[src/hdl/qenc_defines.vh]
// Constants for the quadrature encoder counter block.
// Assumes inclusion by bare name from the design files in hdl/.
`ifndef QENC_DEFINES_VH
`define QENC_DEFINES_VH
// Register byte offsets.
`define ADDR_GLOBAL_CONFIG 5'h00
`define ADDR_ENC_MODE      5'h04
`define ADDR_ENC_POS       5'h08
`define ADDR_ENC_CONST     5'h0c
`define ADDR_ENC_STATUS    5'h10
`define ADDR_ENC_LATCH     5'h14
`define ADDR_ENC_DEV       5'h18
`define ADDR_MOTOR_POS     5'h1c
// Global configuration bits.
`define GC_ENC_SEL   0
`define GC_STOP_EN   1
// Encoder mode bits.
`define EM_POL_A     0
`define EM_POL_B     1
`define EM_POL_N     2
`define EM_CLR_CONT  3
`define EM_CLR_ONCE  4
`define EM_CLR_ENC   5
`define EM_LATCH_ACT 6
`define EM_DECIMAL   7
// Status bits.
`define ST_N_EVENT   0
`define ST_DEV_WARN  1
// Reset values and constants.
`define ENC_CONST_RESET 32'h00010000
`define DEC_WRAP        16'h2710
`define FILTER_LEN      2'h3
`define ENN_OFF_CYCLES  2'h2
// AXI responses.
`define RESP_OKAY    2'h0
`define RESP_SLVERR  2'h2
`endif

[src/hdl/abn_filter.v]
// Spike filter for one encoder input: a level passes after three steady samples.
// Assumes the input is synchronous to clk.
`timescale 1ns/1ps
`default_nettype none
`include "qenc_defines.vh"
module abn_filter (
   // Clock and reset.
   input  wire clk,
   input  wire reset,
   // Raw and filtered level.
   input  wire din,
   output reg  dout
);
   reg [1:0] cnt_reg;

   // Count cycles the input differs from the output; switch at three.
   always @(posedge clk) begin
      if (reset) begin
         cnt_reg <= 2'h0;
         dout    <= 1'b0;
      end else if (din == dout) begin
         cnt_reg <= 2'h0;
      end else if (cnt_reg == `FILTER_LEN - 2'h1) begin
         cnt_reg <= 2'h0;
         dout    <= din;
      end else begin
         cnt_reg <= cnt_reg + 2'h1;
      end
   end
endmodule // abn_filter
`default_nettype wire

[src/hdl/enc_scaler.v]
// Adds or subtracts the scaling constant to a 32.16 position accumulator.
// Assumes the caller presents one step request per cycle at most.
`timescale 1ns/1ps
`default_nettype none
module enc_scaler (
   // Current value.
   input  wire [31:0] pos_int,
   input  wire [15:0] pos_frac,
   // Scale and controls.
   input  wire [31:0] scale,
   input  wire        decimal,
   input  wire        down,
   // Next value.
   output reg  [31:0] next_int,
   output reg  [15:0] next_frac
);
   reg [16:0] f;
   reg [31:0] si;
   reg        carry;

   // Signed integer half plus fraction, binary or decimal wrap.
   always @* begin
      si    = {{16{scale[31]}}, scale[31:16]};
      carry = 1'b0;
      f     = 17'h0;
      if (!down) begin
         f = {1'b0, pos_frac} + {1'b0, scale[15:0]};
         if (decimal && f >= {1'b0, `DEC_WRAP}) begin
            f     = f - {1'b0, `DEC_WRAP};
            carry = 1'b1;
         end else if (!decimal) begin
            carry = f[16];
         end
         next_int  = pos_int + si + {31'h0, carry};
         next_frac = f[15:0];
      end else begin
         f = {1'b0, pos_frac} - {1'b0, scale[15:0]};
         if (f[16]) begin
            carry = 1'b1;
            if (decimal)
               f = f + {1'b0, `DEC_WRAP};
         end
         next_int  = pos_int - si - {31'h0, carry};
         next_frac = f[15:0];
      end
   end
endmodule // enc_scaler
`default_nettype wire

[src/hdl/quadrature_encoder_counter.v]
// Quadrature encoder counter with index handling, deviation check, stop pin.
// Assumes AXI4-Lite master on clk; encoder pins synchronous to clk.
//
// The address map and the AXI4-Lite slave port were chosen for this implementation.
`timescale 1ns/1ps
`default_nettype none
`include "qenc_defines.vh"
module quadrature_encoder_counter (
   // Clock and reset.
   input  wire        clk,
   input  wire        reset,
   // AXI4-Lite write address and data.
   input  wire [4:0]  s_axi_awaddr,
   input  wire        s_axi_awvalid,
   output reg         s_axi_awready,
   input  wire [31:0] s_axi_wdata,
   input  wire [3:0]  s_axi_wstrb,
   input  wire        s_axi_wvalid,
   output reg         s_axi_wready,
   // AXI4-Lite write response.
   output reg  [1:0]  s_axi_bresp,
   output reg         s_axi_bvalid,
   input  wire        s_axi_bready,
   // AXI4-Lite read.
   input  wire [4:0]  s_axi_araddr,
   input  wire        s_axi_arvalid,
   output reg         s_axi_arready,
   output reg  [31:0] s_axi_rdata,
   output reg  [1:0]  s_axi_rresp,
   output reg         s_axi_rvalid,
   input  wire        s_axi_rready,
   // Encoder pins, A shared with the stop function, and the driver enable pin.
   input  wire        enc_a_stop_pin,
   input  wire        enc_b_pin,
   input  wire        enc_n_pin,
   input  wire        driver_enable_n,
   // Driver side.
   output reg         power_stage_on,
   output reg         step_halt,
   output reg         standstill_req,
   output reg         deviation_irq
);
   // Software registers.
   reg [1:0]  global_config_reg;
   reg [7:0]  encoder_mode_cfg_reg;
   reg [31:0] enc_const_reg;
   reg [31:0] enc_dev_reg;
   reg [31:0] motor_pos_reg;
   reg [31:0] pos_int_reg;
   reg [15:0] pos_frac_reg;
   reg [31:0] latch_reg;
   reg [1:0]  status_reg;
   // Filtered input history and enable pin cycle counter.
   reg        a_d_reg;
   reg        b_d_reg;
   reg        n_d_reg;
   reg [1:0]  enn_cnt_reg;
   // AXI write holding.
   reg        aw_got_reg;
   reg        w_got_reg;
   reg [4:0]  aw_addr_reg;
   reg [31:0] w_data_reg;
   reg [3:0]  w_strb_reg;

   // Filtered pin levels and the scaler's next position.
   wire       a_f;
   wire       b_f;
   wire       n_f;
   wire       stop_f;
   wire [31:0] next_int;
   wire [15:0] next_frac;

   // Encoder inputs reach the filters only when selected as encoder pins.
   // With stop enable set, A stops counting and the pin halts the driver.
   wire enc_sel  = global_config_reg[`GC_ENC_SEL];
   wire stop_en  = global_config_reg[`GC_STOP_EN];
   wire a_raw    = enc_sel & ~stop_en & enc_a_stop_pin;
   wire b_raw    = enc_sel & enc_b_pin;
   wire n_raw    = enc_sel & enc_n_pin;

   abn_filter u_fa (.clk(clk), .reset(reset), .din(a_raw), .dout(a_f));
   abn_filter u_fb (.clk(clk), .reset(reset), .din(b_raw), .dout(b_f));
   abn_filter u_fn (.clk(clk), .reset(reset), .din(n_raw), .dout(n_f));
   // The stop pin passes the same spike filter as the encoder lines.
   abn_filter u_fs (
      .clk  (clk),
      .reset(reset),
      .din  (enc_a_stop_pin),
      .dout (stop_f)
   );

   // Quadrature decode: one change per cycle counts, both changes ignored.
   // Two lines changing in one cycle mean a lost step, so nothing counts.
   wire a_chg = a_f ^ a_d_reg;
   wire b_chg = b_f ^ b_d_reg;
   wire step  = a_chg ^ b_chg;
   // With A leading B, A moves to differ from B; that is the up direction.
   wire down  = a_chg ? (a_f == b_f) : (b_f != a_f);

   // The scaler works out the next position for the present direction.
   enc_scaler u_scale (
      .pos_int  (pos_int_reg),
      .pos_frac (pos_frac_reg),
      .scale    (enc_const_reg),
      .decimal  (encoder_mode_cfg_reg[`EM_DECIMAL]),
      .down     (down),
      .next_int (next_int),
      .next_frac(next_frac)
   );

   // Index edge toward the active polarity, qualified by A and B levels.
   // Both edge terms use the current polarity, so a change of it is no edge.
   wire n_act   = n_f ^ ~encoder_mode_cfg_reg[`EM_POL_N];
   wire n_prev  = n_d_reg ^ ~encoder_mode_cfg_reg[`EM_POL_N];
   wire n_qual  = (a_f == encoder_mode_cfg_reg[`EM_POL_A]) &&
                  (b_f == encoder_mode_cfg_reg[`EM_POL_B]);
   wire n_armed = encoder_mode_cfg_reg[`EM_CLR_CONT] |
                  encoder_mode_cfg_reg[`EM_CLR_ONCE];
   wire n_event = n_act & ~n_prev & n_qual & n_armed;
   wire n_clear = n_event & encoder_mode_cfg_reg[`EM_CLR_ENC];

   // Deviation between motor and encoder positions.
   function [31:0] absdiff;
      input [31:0] x;
      input [31:0] y;
      reg   [31:0] d;
      begin
         d = x - y;
         absdiff = d[31] ? (32'h0 - d) : d;
      end
   endfunction

   // A zero limit switches the deviation check off.
   wire dev_hit = absdiff(pos_int_reg, motor_pos_reg) > enc_dev_reg &&
                  enc_dev_reg != 32'h0;

   // AXI write decode helpers.
   // A write commits once address and data are held and B is free.
   wire wr_fire = aw_got_reg & w_got_reg & ~s_axi_bvalid;
   // Byte-lane merge of write data into the present word.
   function [31:0] merge;
      input [31:0] old;
      input [31:0] nw;
      input [3:0]  be;
      integer      i;
      begin
         merge = old;
         for (i = 0; i < 4; i = i + 1)
            if (be[i])
               merge[i*8 +: 8] = nw[i*8 +: 8];
      end
   endfunction
   wire [31:0] wmerged_cfg  = merge({30'h0, global_config_reg}, w_data_reg,
                                    w_strb_reg);
   wire [31:0] wmerged_mode = merge({24'h0, encoder_mode_cfg_reg},
                                    w_data_reg, w_strb_reg);
   // Every mapped offset but the read-only latch answers OKAY.
   wire wr_ok = aw_addr_reg == `ADDR_GLOBAL_CONFIG ||
                aw_addr_reg == `ADDR_ENC_MODE ||
                aw_addr_reg == `ADDR_ENC_POS ||
                aw_addr_reg == `ADDR_ENC_CONST ||
                aw_addr_reg == `ADDR_ENC_STATUS ||
                aw_addr_reg == `ADDR_ENC_DEV ||
                aw_addr_reg == `ADDR_MOTOR_POS;

   // AXI write channels: take address and data in either order.
   always @(posedge clk) begin
      if (reset) begin
         aw_got_reg    <= 1'b0;
         w_got_reg     <= 1'b0;
         aw_addr_reg   <= 5'h0;
         w_data_reg    <= 32'h0;
         w_strb_reg    <= 4'h0;
         s_axi_awready <= 1'b0;
         s_axi_wready  <= 1'b0;
         s_axi_bvalid  <= 1'b0;
         s_axi_bresp   <= `RESP_OKAY;
      end else begin
         // Each ready is a one-cycle pulse, raised the cycle after valid.
         s_axi_awready <= ~aw_got_reg & ~s_axi_awready & s_axi_awvalid;
         s_axi_wready  <= ~w_got_reg & ~s_axi_wready & s_axi_wvalid;
         // Whichever of address and data comes first is held for the other.
         if (s_axi_awvalid && s_axi_awready) begin
            aw_got_reg  <= 1'b1;
            aw_addr_reg <= s_axi_awaddr;
         end
         if (s_axi_wvalid && s_axi_wready) begin
            w_got_reg  <= 1'b1;
            w_data_reg <= s_axi_wdata;
            w_strb_reg <= s_axi_wstrb;
         end
         if (wr_fire) begin
            aw_got_reg   <= 1'b0;
            w_got_reg    <= 1'b0;
            s_axi_bvalid <= 1'b1;
            s_axi_bresp  <= wr_ok ? `RESP_OKAY : `RESP_SLVERR;
         end else if (s_axi_bvalid && s_axi_bready) begin
            s_axi_bvalid <= 1'b0;
         end
      end
   end

   // Configuration registers written by software.
   always @(posedge clk) begin
      if (reset) begin
         global_config_reg    <= 2'h0;
         encoder_mode_cfg_reg <= 8'h0;
         enc_const_reg        <= `ENC_CONST_RESET;
         enc_dev_reg          <= 32'h0;
         motor_pos_reg        <= 32'h0;
      end else begin
         if (wr_fire && aw_addr_reg == `ADDR_GLOBAL_CONFIG)
            global_config_reg <= wmerged_cfg[1:0];
         // A single-shot index disarms itself unless the mode is written.
         if (wr_fire && aw_addr_reg == `ADDR_ENC_MODE)
            encoder_mode_cfg_reg <= wmerged_mode[7:0];
         else if (n_event && encoder_mode_cfg_reg[`EM_CLR_ONCE])
            encoder_mode_cfg_reg[`EM_CLR_ONCE] <= 1'b0;
         if (wr_fire && aw_addr_reg == `ADDR_ENC_CONST)
            enc_const_reg <= merge(enc_const_reg, w_data_reg, w_strb_reg);
         if (wr_fire && aw_addr_reg == `ADDR_ENC_DEV)
            enc_dev_reg <= merge(enc_dev_reg, w_data_reg, w_strb_reg);
         if (wr_fire && aw_addr_reg == `ADDR_MOTOR_POS)
            motor_pos_reg <= merge(motor_pos_reg, w_data_reg, w_strb_reg);
      end
   end

   // Position counter, latch and index status.
   always @(posedge clk) begin
      if (reset) begin
         a_d_reg      <= 1'b0;
         b_d_reg      <= 1'b0;
         n_d_reg      <= 1'b0;
         pos_int_reg  <= 32'h0;
         pos_frac_reg <= 16'h0;
         latch_reg    <= 32'h0;
         status_reg   <= 2'h0;
      end else begin
         a_d_reg <= a_f;
         b_d_reg <= b_f;
         n_d_reg <= n_f;
         // An index clear outranks a software write, which outranks a step.
         if (n_clear) begin
            pos_int_reg  <= 32'h0;
            pos_frac_reg <= 16'h0;
         end else if (wr_fire && aw_addr_reg == `ADDR_ENC_POS) begin
            pos_int_reg  <= merge(pos_int_reg, w_data_reg, w_strb_reg);
            pos_frac_reg <= 16'h0;
         end else if (step) begin
            pos_int_reg  <= next_int;
            pos_frac_reg <= next_frac;
         end
         // The latch takes the integer position standing at the event.
         if (n_event)
            latch_reg <= pos_int_reg;
         // Hardware set wins over a write-one-to-clear in the same cycle.
         if (wr_fire && aw_addr_reg == `ADDR_ENC_STATUS)
            status_reg <= status_reg & ~w_data_reg[1:0];
         if (n_clear)
            status_reg[`ST_N_EVENT] <= 1'b1;
         if (dev_hit)
            status_reg[`ST_DEV_WARN] <= 1'b1;
      end
   end

   // AXI read: one cycle to accept, data the next.
   always @(posedge clk) begin
      if (reset) begin
         s_axi_arready <= 1'b0;
         s_axi_rvalid  <= 1'b0;
         s_axi_rdata   <= 32'h0;
         s_axi_rresp   <= `RESP_OKAY;
      end else begin
         s_axi_arready <= ~s_axi_arready & ~s_axi_rvalid & s_axi_arvalid;
         if (s_axi_arvalid && s_axi_arready) begin
            s_axi_rvalid <= 1'b1;
            s_axi_rresp  <= `RESP_OKAY;
            case (s_axi_araddr)
               `ADDR_GLOBAL_CONFIG: s_axi_rdata <= {30'h0, global_config_reg};
               `ADDR_ENC_MODE:   s_axi_rdata <= {24'h0, encoder_mode_cfg_reg};
               `ADDR_ENC_POS:    s_axi_rdata <= pos_int_reg;
               `ADDR_ENC_CONST:  s_axi_rdata <= enc_const_reg;
               `ADDR_ENC_STATUS: s_axi_rdata <= {30'h0, status_reg};
               `ADDR_ENC_LATCH:  s_axi_rdata <= latch_reg;
               `ADDR_ENC_DEV:    s_axi_rdata <= enc_dev_reg;
               `ADDR_MOTOR_POS:  s_axi_rdata <= motor_pos_reg;
               // Unmapped offsets read zero with an error response.
               default: begin
                  s_axi_rdata <= 32'h0;
                  s_axi_rresp <= `RESP_SLVERR;
               end
            endcase
         end else if (s_axi_rvalid && s_axi_rready) begin
            s_axi_rvalid <= 1'b0;
         end
      end
   end

   // Driver controls: stop pin, enable pin and deviation output.
   always @(posedge clk) begin
      if (reset) begin
         step_halt      <= 1'b0;
         standstill_req <= 1'b0;
         deviation_irq  <= 1'b0;
         power_stage_on <= 1'b0;
         enn_cnt_reg    <= 2'h0;
      end else begin
         // The halt follows the filtered stop pin while stop enable is set.
         step_halt      <= stop_en & stop_f;
         standstill_req <= stop_en & stop_f;
         deviation_irq  <= status_reg[`ST_DEV_WARN] | dev_hit;
         // Enable released: off at the next edge, inside the three allowed.
         if (driver_enable_n) begin
            enn_cnt_reg    <= 2'h0;
            power_stage_on <= 1'b0;
         end else if (enn_cnt_reg != `ENN_OFF_CYCLES) begin
            enn_cnt_reg <= enn_cnt_reg + 2'h1;
         end else begin
            power_stage_on <= 1'b1;
         end
      end
   end
endmodule // quadrature_encoder_counter
`default_nettype wire

[config.mk]
export PLATFORM = sky130hd
export DESIGN_NAME = quadrature_encoder_counter
export DESIGN_NICKNAME = d
export VERILOG_FILES = /design/src/hdl/abn_filter.v /design/src/hdl/enc_scaler.v /design/src/hdl/quadrature_encoder_counter.v
export VERILOG_INCLUDE_DIRS = /design/src /design/src/hdl
export SDC_FILE = /design/constraint.sdc
export NUM_CORES = 1
export LEC_CHECK = 0
export BUFFER_PORTS_ARGS = -buffer_cell sky130_fd_sc_hd__buf_2
export CAP_MARGIN = 20
export CORE_MARGIN = 2
export CORE_UTILIZATION = 57
export CTS_CLUSTER_DIAMETER = 50
export DETAILED_ROUTE_END_ITERATION = 8
export PLACE_DENSITY = 0.78
export SYNTH_ARGS = -nofsm -noshare
export SYNTH_HDL_FRONTEND = slang
export SYNTH_SLANG_ARGS = --single-unit
[constraint.sdc]
create_clock -name clk -period 5.6 [get_ports clk]
set_input_delay 1.12 -clock clk [delete_from_list [all_inputs] [get_ports clk]]
set_output_delay 1.12 -clock clk [all_outputs]
set_load 0.1 [all_outputs]
### Word level (Yosys, flattened, before mapping)

Cells that the tools add are included.

| word-level totals | value |
|---|---|
| bits in registers | 292 |
| output and inout port bits | 45 |

| cells by class | value |
|---|---|
| $add $sub $neg | 15 |
| magnitude comparators | 2 |
| equality and inequality tests | 31 |
| multiplexer cells | 31 |
| bitwise logic cells | 40 |
| reductions and logical operators | 63 |

Operators by type and width:

| operator | number |
|---|---|
| $pmux 32 s8 | 1 |
| $mux 32 | 4 |
| $mux 16 | 4 |
| $sub 32x32->32 | 2 |
| $reduce_and 2->1 | 23 |
| $eq 5x5->1 const B | 7 |
| $add 32x1->32 | 1 |
| $add 32x32->32 | 1 |
| $gt 32x32->1 | 1 |
| $mux 8 | 4 |
| $reduce_bool 32->1 | 1 |
| $sub 1x32->32 const A | 1 |
| $sub 32x1->32 | 1 |
| $eq 5x4->1 const B | 4 |
| $add 16x16->17 | 1 |
| $and 1x1->1 | 17 |
| $ge 17x14->1 const B | 1 |
| $sub 16x16->17 | 1 |
| $add 16x14->16 const B | 1 |
| $logic_and 1x1->1 | 16 |
| $sub 16x14->16 const B | 1 |
| $reduce_or 3->1 | 5 |
| $mux 1 | 14 |
| $not 1->1 | 14 |
| other kinds (17) | 56 |

### Depth between registers and ports, before layout

| logic depth | value |
|---|---|
| depth after elaboration | 9 |
| gate-level depth with buffers | 28 |

### By module

Synthesis repeated with hierarchy kept, for this count alone.

| second synthesis, totals | value |
|---|---|
| cells, all modules | 2904 |
| area total of the unflattened synthesis | 21837.2 µm² |

By module, submodules not included:

| module | times used | cells each | area each (µm²) | sequential area each (µm²) |
|---|---|---|---|---|
| quadrature_encoder_counter | 1 | 1902 | 14796.7 | 5565.3 |
| enc_scaler | 1 | 962 | 6595.1 | 0.0 |
| abn_filter | 4 | 10 | 111.4 | 60.1 |

### Worst setup path before layout

No wires, ideal clock.

| path | value |
|---|---|
| path kind | flip-flop to flip-flop |
| from | reg enc_const_reg[5] |
| to | reg pos_int_reg[30] |
| library setup time | 115 ps |
| arrival | 5538 ps |
| path slack | -53 ps |
| cell stages (with the launch flop) | 28 |
| period minus slack after synthesis | 5653 ps |
| path through | dfxtp_1 -> inv_1 -> ha_1 -> clkbuf_1 -> or2_2 -> a2111o_1 -> o211ai_1 -> ha_1 -> nand2_1 -> nor3_1 -> a31oi_1 -> o2111ai_1 -> nor2_1 -> nand2_1 -> o21ai_0 -> fa_1 -> fa_1 -> o21bai_1 -> a21oi_1 -> o31a_1 -> a211oi_1 -> nand3_1 -> o211ai_1 -> a41oi_1 -> nor2_1 -> mux2i_1 -> and4_1 -> a2111oi_0 |

| on the way | value |
|---|---|
| cells in the longest elaborated chain, start to end | 9 |

RTL lines:

| item | line | RTL |
|---|---|---|
| start: declaration | quadrature_encoder_counter.v:46 | `reg [31:0] enc_const_reg;` |
| start signal: assignment | quadrature_encoder_counter.v:208 | `` enc_const_reg <= `ENC_CONST_RESET; `` |
| start signal: assignment | quadrature_encoder_counter.v:220 | `enc_const_reg <= merge(enc_const_reg, w_data_reg, w_strb_reg);` |
| $add 16x16->17 | enc_scaler.v:27 | `f = {1'b0, pos_frac} + {1'b0, scale[15:0]};` |
| $ge 17x14->1 | enc_scaler.v:28 | `` if (decimal && f >= {1'b0, `DEC_WRAP}) begin `` |
| $logic_and 1x1->1 | enc_scaler.v:28 |  |
| $mux 1 | enc_scaler.v:28 |  |
| $mux 1 | enc_scaler.v:26 | `if (!down) begin` |
| $add 32x1->32 | enc_scaler.v:34 | `next_int = pos_int + si + {31'h0, carry};` |
| $mux 32 * | enc_scaler.v:26 |  |
| $mux 32 * | quadrature_encoder_counter.v:249 | `end else if (step) begin` |
| $mux 32 * | quadrature_encoder_counter.v:246 | `` end else if (wr_fire && aw_addr_reg == `ADDR_ENC_POS) begin `` |
| end signal: assignment | quadrature_encoder_counter.v:247 | `pos_int_reg <= merge(pos_int_reg, w_data_reg, w_strb_reg);` |
| end signal: assignment | quadrature_encoder_counter.v:250 | `pos_int_reg <= next_int;` |
| end: declaration | quadrature_encoder_counter.v:49 | `reg [31:0] pos_int_reg;` |

Mark *: on every way between the ends. The rest lies on a longest branch, timed or not. The select of a mux whose other input is x is not followed.
A chain may end at the register's enable or synchronous reset.

### Worst setup path in the final report

| path | value |
|---|---|
| from | reg enc_const_reg[0] |
| to | reg pos_int_reg[26] |

The elaborated chain is that of the path after synthesis.

==> results by group <==
Critical path
  • Crit path top cell by count: fa_2
  • Element type at the critical path start: flop
  • CP delay by family, top: compound AO/OA/AOI/OAI gates
  • Crit path max-delay cell type: fa_2
  • CP Launch Point: enc_const_reg[0]$_SDFFE_PP0P_
  • Crit. End Element: flop
  • Slowest stage delay, CP: about 0.4 ns
  • CP max FO: 3
  • Worst Path Buf+Inv: 1
  • Critical path class: reg -> reg
  • Critical Path RT: 6.05 ns
  • Reg-to-Reg Start: enc_const_reg[0]$_SDFFE_PP0P_
  • WP data arrival: 6.06 ns

Routing
  • Iteration-0 DRC Markers: 2,542
  • WL final: approximately 75,000 um
  • Vias: between 20,000 and 25,000
  • Vias/cell: 6.318
  • First drt pass iteration count: 7
  • Post-route ant nets: 0
  • # DRC: 0
  • Drt wl/cell: around 21 um

Clock network
  • Clock-pin slew on the worst setup and hold paths: 0.06 ns
  • Clock root buffer: clkbuf_16
  • Cts bufs inserted: 39
  • Worst-Skew Late Latency: 0.57 ns
  • Hold_buf cts: 0
  • Sink count of the clock tree: between 200 and 300
  • CTS tree: yes
  • Htree depth: 2
  • Max Root-Sink Buffers: 3

Placement
  • Dpl hpwl: 55,720 um
  • Final GP Congestion: 1.021
  • DP Worst Slack: -0.6250 ns
  • Port Buffers: 99

Synth
  • Post-synth top flop: dfxtp_1
  • Share of flip-flops with an asynchronous set or reset after synthesis: 0%
  • Post-Syn Area: 21,420 um^2
  • Synthesized instance count: 2,882
  • Yosys warns: 0
  • Register area share after synthesis: 27.11%
  • Post-synth cell types: 94
  • Syn_area_per_cell: 7.432 um^2
  • Synthesis-stage register bit count: 290
  • Post-synth EDFFs: 0

Run status
  • Status: finished, violations left
  • Failing checks: setup timing

STA
  • RSZ-0062 raised after global routing: true
  • Max Clock Freq: around 180 MHz
  • Fin crit period: 5.612 ns
  • Worst Skew: 0.02290 ns
  • Fin. Hold Viols: 0
  • Max-slew violations: 0
  • Tcrit/Tclk final: 100.2%
  • Worst Slack Setup Final: -0.01153 ns
  • Slew @ Worst Pin: between 1 and 1.5 ns
  • Max-slew headroom: 28.36%
  • Post-route setup TNS: -0.01735 ns
  • # setup viols final: 2

Power
  • Pwr Density: ~200 nW/um^2
  • Worst VDD drop: about 0.17 mV
  • Static leakage: 10.70 nW

Global route
  • Vias in the first global route: 21,180
  • Initial antenna violation count: 0
  • GR Util All Layers: between 30% and 40%
  • First-pass GRT wire length: 114,000 um
  • Largest net degree at the start of global routing: about 100
  • GR Overflow Total: 0

Hold path
  • Worst min path class: reg -> reg
  • Hold_sp: u_fs.cnt_reg[0]$_SDFF_PP0_

Layout
  • Final #Nets: about 3,400
  • Commonest non-fill, non-tap cells in the layout: 366 x nand2_1, 325 x a21oi_1, 286 x dfxtp_1
  • Synth-to-Final Area Change: 19.58%
  • Layout cells sized above 1: about 17%
  • Ant. Diodes: 0
  • Most common cell after layout, fill and taps aside: nand2_1

Floorplanning
  • Num rows: 71
  • Initial core utilization: 57.40%
  • DIE AREA: a little under 40,000 um^2
  • Die H: 197.8 um
  • Io pins: between 100 and 150
  • Die Wd: 197.8 um
  • Placeable Area: about 37,000 um^2

Job
  • Max-cap check violation count: 0
==> cell families after synthesis <==
kind of cell	after synthesis	share of synthesized area, %
DFF	290	27.11
other	1	0.01751
AOI/OAI and AO/OA	856	25.52
muxes	29	1.472
adders and majority gates	201	11.99
and+or+nand+nor	984	21.16
buffers and inverters	370	6.554
xor gates and xnor gates	151	6.175
==> power by group <==
part | internal, mW | switching, mW | leakage, nW
combinational | 0.0688 | 0.230 | 7.68
sequential | 2.09 | 0.0302 | 2.34
clock | 1.58 | 1.06 | 0.677
total | 3.73 | 1.32 | 10.7
==> per-layer routing <==
| metal | global-route usage [%] | part of all wire, % | up-vias |
|---|---|---|---|
| met2 | 56.89 | 44 | 1172 |
| met5 | 0 | 0 | - |
| li1 | - | - | 10660 |
| met4 | 14.90 | 3.9 | 0 |
| met1 | 50.78 | 42 | 10730 |
| met3 | 6.438 | 10 | 197 |
==> worst paths after layout <==
kind / end / slack, ns / cells past startpoint
max: pos_int_reg[26]$_SDFFE_PP0P_ / -0.01 / 28
min: u_fs.cnt_reg[0]$_SDFF_PP0_ / 0.41 / 1
min reg2reg: u_fs.cnt_reg[0]$_SDFF_PP0_ / 0.41 / 1
max reg2reg: pos_int_reg[26]$_SDFFE_PP0P_ / -0.01 / 28
==> cell usage after synthesis (5+ instances only) <==
library cell	instances	area, um^2
o211ai_1	21	157.7
o2111ai_1	5	43.79
a221o_1	6	60.06
mux2i_1	27	270.3
o31ai_1	23	172.7
nor2_1	218	818.3
a31oi_1	26	162.7
inv_1	224	840.8
o22ai_1	12	75.07
a2111oi_0	11	96.34
fa_1	7	140.1
xor2_1	39	341.6
clkbuf_1	138	518.0
o221ai_1	19	166.4
xnor2_1	112	980.9
a21o_1	34	255.2
o31a_1	6	52.55
and3_1	17	106.4
nand2_1	367	1378
dfxtp_1	290	5806
a221oi_1	11	96.34
or2_2	15	93.84
or3_1	24	150.1
nor2b_1	28	175.2
nor4b_1	6	52.55
a211oi_1	50	375.4
nand3b_1	6	45.04
o21ai_0	135	675.7
o21a_1	23	172.7
nor4_1	20	125.1
ha_1	194	2427
a21oi_1	334	1672
nand2b_1	24	150.1
o41ai_1	5	43.79
nor3_1	67	335.3
a22oi_1	60	450.4
and2_1	16	100.1
o21bai_1	14	105.1
nand4_1	28	175.2
nand3_1	127	635.6
==> worst reg2reg max path: cells and delay by family (launching register included) <==
family	cells	cell delay, ns
AND/OR/NAND/NOR	10	1.39
AO/OA/AOI/OAI	12	2.30
flip-flops	1	0.36
adder cells (fa/ha/maj)	5	1.42
buffers and inverters	1	0.06
==> area by class of cell <==
class | count | area (um^2)
inverters | 225 | 847.1
repair buffers | 319 | 2175
clock inverters | 21 | 269.0
fillers | 3064 | 11700
well taps | 474 | 593.1
clock buffers | 51 | 1112
multi-input cells | 2223 | 14800
flip-flops and latches | 290 | 5816
==> timing repair <==
action,CTS,global route
resized for setup,61,68
setup buffers,10,15
setup endpoints to repair,18,20
pin swaps,43,47
==> through the flow <==
step	instances	hold slack (ns)	total power [mW]	util (%)	cell area, um^2
floorplan	2883	0.3912	2.357	-	21430
global placement	3507	0.3981	2.442	62.98	23500
detailed placement	3507	0.4008	2.447	62.98	23500
CTS	3588	0.4119	5.049	67.45	25170
global route	3603	0.4306	5.165	68.64	25610
finish	3603	0.4068	5.054	68.64	25610
No activity file was read; power rests on OpenSTA's default activity.
